[config.mk]
export PLATFORM = sky130hd
export DESIGN_NAME = spsf_status
export DESIGN_NICKNAME = d
export VERILOG_FILES = /design/src/shared/spsf_pkg.sv /design/src/rtl/spsf_status.sv
export SDC_FILE = /design/constraint.sdc
export NUM_CORES = 1
export LEC_CHECK = 0
export ABC_CLOCK_PERIOD_IN_PS = 5200
export BUFFER_PORTS_ARGS = -buffer_cell sky130_fd_sc_hd__buf_2
export CORE_MARGIN = 2
export CORE_UTILIZATION = 45
export CTS_BUF_LIST = sky130_fd_sc_hd__clkbuf_4 sky130_fd_sc_hd__clkbuf_8
export CTS_CLUSTER_DIAMETER = 80
export DETAILED_ROUTE_END_ITERATION = 10
export PLACE_DENSITY = 0.84
export SYNTH_ARGS = -nofsm -noshare
export SYNTH_HDL_FRONTEND = slang
export SYNTH_SLANG_ARGS = --single-unit
export TNS_END_PERCENT = 20
[constraint.sdc]
create_clock -name clk_sys_i -period 5.2 [get_ports clk_sys_i]
set_clock_uncertainty 0.2 [all_clocks]
set_input_delay 1.04 -clock clk_sys_i [delete_from_list [all_inputs] [get_ports clk_sys_i]]
set_output_delay 1.04 -clock clk_sys_i [all_outputs]
set_load 0.01 [all_outputs]
[src/shared/spsf_pkg.sv]
// Package with register map, field positions and carrier types of the block.
package spsf_pkg;
  // Register byte offsets.
  localparam logic [7:0] STATUS_ONE_OFS = 8'h04;
  localparam logic [7:0] DATA_LOW_OFS = 8'h07;
  localparam logic [7:0] CONTROL_OFS = 8'h08;
  localparam logic [7:0] DATA_LOW_WORD_OFS = 8'h1C;
  // Status bit positions.
  localparam int TX_BUFFER_EMPTY_FLAG_BIT = 7;
  localparam int TC_BIT = 6;
  localparam int RX_BUFFER_FULL_FLAG_BIT = 5;
  localparam int IDLE_BIT = 4;
  localparam int OVR_BIT = 3;
  localparam int NF_BIT = 2;
  localparam int FE_BIT = 1;
  localparam int PF_BIT = 0;
  // Control bit positions.
  localparam int CTL_TXIE_BIT = 7;
  localparam int CTL_RXIE_BIT = 5;
  localparam int CTL_NINE_BIT = 4;
  localparam int CTL_PEN_BIT = 3;
  localparam int CTL_PKIND_BIT = 2;
  localparam int CTL_WAKE_BIT = 1;
  // Reset values.
  localparam logic [7:0] STATUS_RST = 8'hC0;
  localparam logic [7:0] CONTROL_RST = 8'h00;
  // Idle line bit counts.
  localparam logic [3:0] IDLE_BITS_EIGHT = 4'hA;
  localparam logic [3:0] IDLE_BITS_NINE = 4'hB;
  // AXI response codes.
  localparam logic [1:0] RESP_OKAY = 2'h0;
  localparam logic [1:0] RESP_SLVERR = 2'h2;

  // Received frame as handed over by the receive shifter.
  typedef struct packed {
    logic [8:0] data;
    logic noise;
    logic stop_bit;
    logic parity_bit;
  } spsf_rx_frame_t;

  // Transmitter activity indications.
  typedef struct packed {
    logic shift_load;
    logic busy;
    logic queued;
  } spsf_tx_state_t;
endpackage

[src/rtl/spsf_status.sv]
// Status flag logic of a serial port with an AXI4-Lite register slave.
//
// Decided for this implementation: the AXI4-Lite register port.
`timescale 1ns/10ps
module spsf_status (
  // Clock, reset and enable.
  input wire logic clk_sys_i,
  input wire logic rst_n_i,
  input wire logic clk_en_i,
  // AXI4-Lite write address and data.
  input wire logic [7:0] s_axi_awaddr_i,
  input wire logic s_axi_awvalid_i,
  output logic s_axi_awready_o,
  input wire logic [31:0] s_axi_wdata_i,
  input wire logic [3:0] s_axi_wstrb_i,
  input wire logic s_axi_wvalid_i,
  output logic s_axi_wready_o,
  // AXI4-Lite write response.
  output logic [1:0] s_axi_bresp_o,
  output logic s_axi_bvalid_o,
  input wire logic s_axi_bready_i,
  // AXI4-Lite read channels.
  input wire logic [7:0] s_axi_araddr_i,
  input wire logic s_axi_arvalid_i,
  output logic s_axi_arready_o,
  output logic [31:0] s_axi_rdata_o,
  output logic [1:0] s_axi_rresp_o,
  output logic s_axi_rvalid_o,
  input wire logic s_axi_rready_i,
  // Serial pins.
  input wire logic rx_pin_i,
  output logic tx_pin_o,
  // Receive shifter side.
  input wire logic rx_bit_tick_i,
  input wire logic rx_frame_done_i,
  input wire spsf_pkg::spsf_rx_frame_t rx_frame_i,
  output logic rx_blocked_o,
  output logic [8:0] rx_data_o,
  // Transmit shifter side.
  input wire spsf_pkg::spsf_tx_state_t tx_state_i,
  input wire logic tx_serial_i,
  output logic tx_data_write_o,
  output logic [7:0] tx_data_o,
  // Interrupt requests and wakeup clear.
  input wire logic wake_clear_i,
  output logic rx_irq_o,
  output logic tx_irq_o
);

  logic [7:0] status_reg, status_next;
  logic [7:0] armed_reg, armed_next;
  logic [7:0] ctl_reg, ctl_next;
  logic [8:0] rxd_reg, rxd_next;
  logic [7:0] txd_reg, txd_next;
  logic [3:0] ones_reg, ones_next;
  logic idle_arm_reg, idle_arm_next;
  logic [2:0] rx_sync_reg, rx_sync_next;
  logic rx_level_reg, rx_level_next;
  logic txw_reg, txw_next;
  logic aw_hold_reg, aw_hold_next;
  logic w_hold_reg, w_hold_next;
  logic [7:0] awa_reg, awa_next;
  logic [31:0] wd_reg, wd_next;
  logic [3:0] ws_reg, ws_next;
  logic bvalid_reg, bvalid_next;
  logic [1:0] bresp_reg, bresp_next;
  logic rvalid_reg, rvalid_next;
  logic [31:0] rdata_reg, rdata_next;
  logic [1:0] rresp_reg, rresp_next;

  logic do_wr, do_rd;
  logic st_rd, dl_rd, dl_wr, ctl_wr;
  logic frame_ok, par_calc;
  logic [3:0] idle_need;

  // Channel handshakes: a write waits for both halves, a read for rvalid to clear.
  assign s_axi_awready_o = ~aw_hold_reg & ~bvalid_reg;
  assign s_axi_wready_o = ~w_hold_reg & ~bvalid_reg;
  assign s_axi_arready_o = ~rvalid_reg;
  assign s_axi_bvalid_o = bvalid_reg;
  assign s_axi_bresp_o = bresp_reg;
  assign s_axi_rvalid_o = rvalid_reg;
  assign s_axi_rdata_o = rdata_reg;
  assign s_axi_rresp_o = rresp_reg;

  // Write executes once address and data are both held or arriving.
  always_comb begin
    logic [7:0] a;
    a = aw_hold_reg ? awa_reg : s_axi_awaddr_i;
    do_wr = (aw_hold_reg | (s_axi_awvalid_i & s_axi_awready_o)) &
            (w_hold_reg | (s_axi_wvalid_i & s_axi_wready_o)) & clk_en_i;
    do_rd = s_axi_arvalid_i & s_axi_arready_o & clk_en_i;
    awa_next = awa_reg;
    wd_next = wd_reg;
    ws_next = ws_reg;
    if (s_axi_awvalid_i & s_axi_awready_o) begin
      awa_next = s_axi_awaddr_i;
    end
    if (s_axi_wvalid_i & s_axi_wready_o) begin
      wd_next = s_axi_wdata_i;
      ws_next = s_axi_wstrb_i;
    end
    dl_wr = do_wr & (a[7:2] == spsf_pkg::DATA_LOW_WORD_OFS[7:2]) &
            (w_hold_reg ? ws_reg[0] : s_axi_wstrb_i[0]);
    ctl_wr = do_wr & (a[7:2] == spsf_pkg::CONTROL_OFS[7:2]) &
             (w_hold_reg ? ws_reg[0] : s_axi_wstrb_i[0]);
    st_rd = do_rd & (s_axi_araddr_i[7:2] == spsf_pkg::STATUS_ONE_OFS[7:2]);
    dl_rd = do_rd &
            (s_axi_araddr_i[7:2] == spsf_pkg::DATA_LOW_WORD_OFS[7:2]);
  end

  // Bus channel state and responses.
  always_comb begin
    logic [7:0] a;
    logic hit;
    hit = 1'b0;
    a = aw_hold_reg ? awa_reg : s_axi_awaddr_i;
    aw_hold_next = aw_hold_reg;
    w_hold_next = w_hold_reg;
    bvalid_next = bvalid_reg;
    bresp_next = bresp_reg;
    rvalid_next = rvalid_reg;
    rdata_next = rdata_reg;
    rresp_next = rresp_reg;
    if (do_wr) begin
      aw_hold_next = 1'b0;
      w_hold_next = 1'b0;
      bvalid_next = 1'b1;
      // Status writes are answered but change nothing.
      hit = (a[7:2] == spsf_pkg::STATUS_ONE_OFS[7:2]) |
            (a[7:2] == spsf_pkg::DATA_LOW_WORD_OFS[7:2]) |
            (a[7:2] == spsf_pkg::CONTROL_OFS[7:2]);
      bresp_next = hit ? spsf_pkg::RESP_OKAY : spsf_pkg::RESP_SLVERR;
    end else begin
      if (s_axi_awvalid_i & s_axi_awready_o) begin
        aw_hold_next = 1'b1;
      end
      if (s_axi_wvalid_i & s_axi_wready_o) begin
        w_hold_next = 1'b1;
      end
    end
    if (bvalid_reg & s_axi_bready_i) begin
      bvalid_next = 1'b0;
    end
    if (rvalid_reg & s_axi_rready_i) begin
      rvalid_next = 1'b0;
    end
    if (do_rd) begin
      rvalid_next = 1'b1;
      rresp_next = spsf_pkg::RESP_OKAY;
      case (s_axi_araddr_i[7:2])
        spsf_pkg::STATUS_ONE_OFS[7:2]: rdata_next = {24'h000000, status_reg};
        spsf_pkg::DATA_LOW_WORD_OFS[7:2]: rdata_next = {23'h000000, rxd_reg};
        spsf_pkg::CONTROL_OFS[7:2]: rdata_next = {24'h000000, ctl_reg};
        default: begin
          rdata_next = 32'h00000000;
          rresp_next = spsf_pkg::RESP_SLVERR;
        end
      endcase
    end
  end

  // Receive input synchroniser; a level change needs stages two and three.
  always_comb begin
    rx_sync_next = {rx_sync_reg[1:0], rx_pin_i};
    rx_level_next = rx_level_reg;
    if (rx_sync_reg[1] == rx_sync_reg[2]) begin
      rx_level_next = rx_sync_reg[2];
    end
  end

  // Flags, control, data and idle counting.
  always_comb begin
    logic [7:0] set_v;
    logic [7:0] clr_v;
    logic [7:0] ctl_w;
    ctl_w = w_hold_reg ? wd_reg[7:0] : s_axi_wdata_i[7:0];
    set_v = 8'h00;
    clr_v = 8'h00;
    armed_next = armed_reg;
    ctl_next = ctl_reg;
    rxd_next = rxd_reg;
    txd_next = txd_reg;
    txw_next = dl_wr;
    ones_next = ones_reg;
    idle_arm_next = idle_arm_reg;
    idle_need = ctl_reg[spsf_pkg::CTL_NINE_BIT] ?
                spsf_pkg::IDLE_BITS_NINE : spsf_pkg::IDLE_BITS_EIGHT;
    par_calc = ^rx_frame_i.data ^ ctl_reg[spsf_pkg::CTL_PKIND_BIT];
    frame_ok = rx_frame_done_i & ~status_reg[spsf_pkg::FE_BIT];
    // Latch seen flags at status read, used by the next data access.
    if (st_rd) begin
      armed_next = status_reg;
    end
    if (ctl_wr) begin
      ctl_next = ctl_w;
    end
    if (wake_clear_i) begin
      ctl_next[spsf_pkg::CTL_WAKE_BIT] = 1'b0;
    end
    if (dl_wr) begin
      txd_next = ctl_w;
      clr_v[spsf_pkg::TX_BUFFER_EMPTY_FLAG_BIT] = armed_reg[spsf_pkg::TX_BUFFER_EMPTY_FLAG_BIT];
      clr_v[spsf_pkg::TC_BIT] = armed_reg[spsf_pkg::TC_BIT];
      armed_next[spsf_pkg::TX_BUFFER_EMPTY_FLAG_BIT] = 1'b0;
      armed_next[spsf_pkg::TC_BIT] = 1'b0;
    end
    if (dl_rd) begin
      // Receive flags seen at the status read clear now.
      clr_v[5:0] = armed_reg[5:0];
      armed_next[5:0] = 6'h00;
    end
    if (tx_state_i.queued) begin
      clr_v[spsf_pkg::TC_BIT] = 1'b1;
    end
    if (tx_state_i.shift_load) begin
      set_v[spsf_pkg::TX_BUFFER_EMPTY_FLAG_BIT] = 1'b1;
    end
    if (status_reg[spsf_pkg::TX_BUFFER_EMPTY_FLAG_BIT] & ~tx_state_i.busy &
        ~tx_state_i.queued) begin
      set_v[spsf_pkg::TC_BIT] = 1'b1;
    end
    if (frame_ok) begin
      if (status_reg[spsf_pkg::RX_BUFFER_FULL_FLAG_BIT] & ~clr_v[spsf_pkg::RX_BUFFER_FULL_FLAG_BIT]) begin
        set_v[spsf_pkg::OVR_BIT] = 1'b1;
      end else begin
        rxd_next = rx_frame_i.data;
        set_v[spsf_pkg::RX_BUFFER_FULL_FLAG_BIT] = 1'b1;
        set_v[spsf_pkg::NF_BIT] = rx_frame_i.noise;
        set_v[spsf_pkg::FE_BIT] = ~rx_frame_i.stop_bit;
        set_v[spsf_pkg::PF_BIT] = ctl_reg[spsf_pkg::CTL_PEN_BIT] &
                                  (par_calc != rx_frame_i.parity_bit);
        idle_arm_next = 1'b1;
      end
    end
    if (rx_bit_tick_i) begin
      if (~rx_level_reg) begin
        ones_next = 4'h0;
      end else if (ones_reg != idle_need) begin
        ones_next = ones_reg + 4'h1;
      end
      if (rx_level_reg & (ones_reg == idle_need - 4'h1) & idle_arm_reg &
          ~ctl_reg[spsf_pkg::CTL_WAKE_BIT]) begin
        set_v[spsf_pkg::IDLE_BIT] = 1'b1;
        idle_arm_next = frame_ok;
      end
    end
    // Set wins over clear, except the complete flag where clear wins.
    status_next = (status_reg & ~clr_v) | set_v;
    if (clr_v[spsf_pkg::TC_BIT]) begin
      status_next[spsf_pkg::TC_BIT] = 1'b0;
    end
  end

  // Outputs toward shifters and interrupt requests.
  always_comb begin
    tx_pin_o = status_reg[spsf_pkg::TC_BIT] ? 1'b1 : tx_serial_i;
    rx_blocked_o = status_reg[spsf_pkg::FE_BIT];
    rx_data_o = rxd_reg;
    tx_data_o = txd_reg;
    tx_data_write_o = txw_reg;
    rx_irq_o = ctl_reg[spsf_pkg::CTL_RXIE_BIT] &
               (status_reg[spsf_pkg::RX_BUFFER_FULL_FLAG_BIT] |
                status_reg[spsf_pkg::OVR_BIT]);
    tx_irq_o = ctl_reg[spsf_pkg::CTL_TXIE_BIT] &
               status_reg[spsf_pkg::TX_BUFFER_EMPTY_FLAG_BIT];
  end

  // State registers, frozen while the clock enable is low.
  always_ff @(posedge clk_sys_i or negedge rst_n_i) begin
    if (!rst_n_i) begin
      status_reg <= spsf_pkg::STATUS_RST;
      armed_reg <= 8'h00;
      ctl_reg <= spsf_pkg::CONTROL_RST;
      rxd_reg <= 9'h000;
      txd_reg <= 8'h00;
      ones_reg <= 4'h0;
      idle_arm_reg <= 1'b1;
      rx_sync_reg <= 3'h7;
      rx_level_reg <= 1'b1;
      txw_reg <= 1'b0;
      aw_hold_reg <= 1'b0;
      w_hold_reg <= 1'b0;
      awa_reg <= 8'h00;
      wd_reg <= 32'h00000000;
      ws_reg <= 4'h0;
      bvalid_reg <= 1'b0;
      bresp_reg <= 2'h0;
      rvalid_reg <= 1'b0;
      rdata_reg <= 32'h00000000;
      rresp_reg <= 2'h0;
    end else if (clk_en_i) begin
      status_reg <= status_next;
      armed_reg <= armed_next;
      ctl_reg <= ctl_next;
      rxd_reg <= rxd_next;
      txd_reg <= txd_next;
      ones_reg <= ones_next;
      idle_arm_reg <= idle_arm_next;
      rx_sync_reg <= rx_sync_next;
      rx_level_reg <= rx_level_next;
      txw_reg <= txw_next;
      aw_hold_reg <= aw_hold_next;
      w_hold_reg <= w_hold_next;
      awa_reg <= awa_next;
      wd_reg <= wd_next;
      ws_reg <= ws_next;
      bvalid_reg <= bvalid_next;
      bresp_reg <= bresp_next;
      rvalid_reg <= rvalid_next;
      rdata_reg <= rdata_next;
      rresp_reg <= rresp_next;
    end
  end

endmodule

==> impl_metrics.toml <==
[routing]
route.vias.total = 2876
drt_drc_violations_left = 0
detail_route.wl_per_cell_um = 16.4
vias_per_cell = 5.41
route.final.wire_length_um = 8730
length_of_the_first_detailed_routing_pass_in_iterations = 5
drtIter0Drc = 152
antenna_left = 0

[setup_path]
start_kind = "input pin"
timing.setup.critical_path_class = "in2reg"
critical_path_required_ns = 5.24
timing.critical_path.from = "clk_en_i"
startpoint_of_the_lowest_slack_register_to_register_path = "aw_hold_reg$_DFFE_PN0P_"
worst_ep_arrival_time_ns = 3.11
maximum_fanout_along_the_worst_path = 18
ff2ff_setup_slack_ns = 2.50
end_kind = "flip-flop"

[yosys]
dominantRegCellSynth = "dfrtp_1"
synth-seq-area-share_pct = 50.9
synth_async_sr_flop_share_pct = 100
yosys.area.top_type = "dfrtp_1"
synthesis.area_per_instance_sq_um = 11.9
synth_warnings = 0
synth_top_area_share_pct = 46.3
mappedNetlistArea_sq_um = 4000
number_of_enable_flip_flop_cells_after_synthesis = 0
post_synthesis_sequential_element_count = 81
netlist-cell-type-count = 60
synthCells = 335
synth.area.top_cells = "dfrtp_1 (46%), mux2_2 (8.2%), buf_4 (4.7%), dfstp_2 (4.6%), mux2_1 (3.4%)"

[sta]
setup_viol_count_final = 0
timing.slew.headroom_pct = 24.5
grt_setup_unrepaired = "false"
worst_slew_pin_slew_ns = 1.12
totalNegativeSetupSlack_ns = 0
timing_hold_violations_final = 0
clock.fmax_mhz = 326
slew_violations = 0
layout_worst_path_cycle_share_pct = 59.0
min_period_ns = 3.07

[finish]
num_antenna_cells = 0
layout_area_overhead_pct = 15.8
layout-drive-gt1-share_pct = 36.6
area_of_all_sequential_standard_cells_sq_um = 2040
post-route-util_pct = 53.4
multiInputGateArea_sq_um = 1780
final_cell_mix = "buf_2 (85), dfrtp_1 (74), mux2_2 (29), nand2_1 (26), conb_1 (25)"
layout.filler_cells = 749
layout.cells.most_common = "buf_2"
layout.nets = 500

[pwr]
seqPwrFrac_pct = 49.3
total_net_switching_power_uw = 631
clockPowerShare_pct = 25.6
power.share.combinational_pct = 25.1
peakVddDrop_mv = 0.256
power.leakage_uw = 0.00220
cell_internal_pwr_uw = 1270
cell_pwr_density_nw_per_um2 = 411
power_switching_share_pct = 33.2

[placed_design]
dp_hpwl_um = 6430
numPortBuffers = 86
finalWeightedCongestion = 0.780

[status]
status = "completed"

[hold_path]
worstHoldStart = "armed_reg[6]$_DFFE_PN0P_"
hold_path.class = "reg2reg"

[clock_network]
cts_inserted_buffers = 9
clock-sinks = 81
clock_transition_at_the_registers_of_the_reported_paths_ns = 0.10
cts-htree-levels = 3
clock_latency_ns = 0.35
cts.root.buffer_cell = "clkbuf_8"
cts_hold_buf = 0
tritoncts = "yes"
post-cts-setup-buffers = 0
cts_resized = 0
cts-root-to-sink-buffers = 2

[die]
fp.coreArea_sq_um = 8680
floorplan.die_area_sq_um = 9660
floorplan.initialDensity_pct = 46.1
die_x_um = 98.3
pin_count = 143
placement_rows = 34
floorplan.die.height_um = 98.3

[grt]
grt.met3_usage_pct = 4.87
grt_antenna_before_repair = 1
groute.layer.met1.usage_pct = 25.3
global_route_wire_length_before_repair_um = 14200
global_route.usage.met2_pct = 29.3
grt_pass1_vias = 2795
grt_overflow_total = 0
gr-usage-all-layers_pct = 18.5
globalRoute.busiestLayer = "met2"
maximum_number_of_pins_on_one_net_before_global_route_repair = 82

[flow_run]
cap_viol_max_count = 0
-- layout make-up --
type	count	share of cell area (%)
Clock buffer	9	2.67
Inverter	11	0.892
Clock inverter	7	1.86
Sequential cell	81	44.0
Timing Repair Buffer	86	9.35
Tap cell	108	2.92
Multi-Input combinational cell	230	38.3
-- cells in the mapped netlist, types with 3 or more instances --
| cell type | count |
|---|---|
| buf_4 | 25 |
| mux2_1 | 12 |
| nand3_1 | 5 |
| o21ai_0 | 11 |
| xnor2_1 | 10 |
| nand2b_1 | 3 |
| a21oi_1 | 4 |
| a222oi_1 | 8 |
| dfstp_2 | 7 |
| buf_2 | 4 |
| o21ai_1 | 4 |
| o21a_1 | 3 |
| a22o_1 | 10 |
| dfrtp_1 | 74 |
| mux2i_1 | 3 |
| nand2_1 | 26 |
| o2bb2ai_1 | 3 |
| mux2_4 | 7 |
| mux2_2 | 29 |
| a21o_1 | 4 |
| nand3b_1 | 4 |
| nor2_1 | 12 |
| inv_1 | 11 |
| a31oi_1 | 5 |
| clkbuf_1 | 8 |
| and3_1 | 3 |
-- worst max-delay path, cell delays in order --
cell and delay (ns):
buf_2 0.28, nand3b_1 0.50, o41ai_2 0.51, nand2b_1 0.35, mux2_1 0.41
-- path summary, 6_finish.rpt --
| kind | to | cells past startpoint |
|---|---|---|
| setup / recovery | rx_data_o[6]$_DFFE_PN0P_ | 5 |
| hold / removal | status_reg[6]$_DFFE_PN1P_ | 1 |
| setup reg to reg | tx_data_o[2]$_DFFE_PN0P_ | 4 |
| hold reg to reg | status_reg[6]$_DFFE_PN1P_ | 1 |
| max in group asynchronous | aw_hold_reg$_DFFE_PN0P_ | 1 |
| min in group asynchronous | wd_reg[6]$_DFFE_PN0P_ | 1 |
-- metal layers --
layer,routed length [um],vias to the layer above
li1,-,1340
met1,3710,1417
met2,4260,106
met3,672,11
met4,78,2
met5,13,-
-- cell families (layout without fill, tap and decap cells) --
logic type | Yosys count | count (layout) | share of synthesized area, %
fa+ha+maj | 1 | 1 | 0.313
simple gates | 73 | 73 | 11.0
compound gates | 68 | 68 | 12.8
flops | 81 | 81 | 50.9
mux | 51 | 51 | 14.9
xor+xnor | 12 | 12 | 2.97
buf+inv | 48 | 113 | 6.98
other cells | 1 | 25 | 0.0937
-- power groups by stage --
stage / logic, uW / clock network (uW) / registers (uW)
global route: 528 / 523 / 959
detailed placement: 481 / 0 / 947
CTS: 483 / 496 / 935
floorplan: 379 / 0 / 890
finish: 478 / 487 / 938
global placement: 460 / 0 / 932
-- per-stage QoR --
step                instances  total power, uW  area (sq um)  hold WS, ns  setup WS, ns
CTS                       532             1910          4630        0.276          2.13
detailed placement        516             1430          4420        0.236          1.76
global placement          516             1390          4420        0.208          1.83
finish                    532             1900          4630        0.271          2.13
global route              532             2010          4630        0.284          1.95
floorplan                 359             1270          4090        0.196          2.32
No activity file was read; power rests on OpenSTA's default activity.
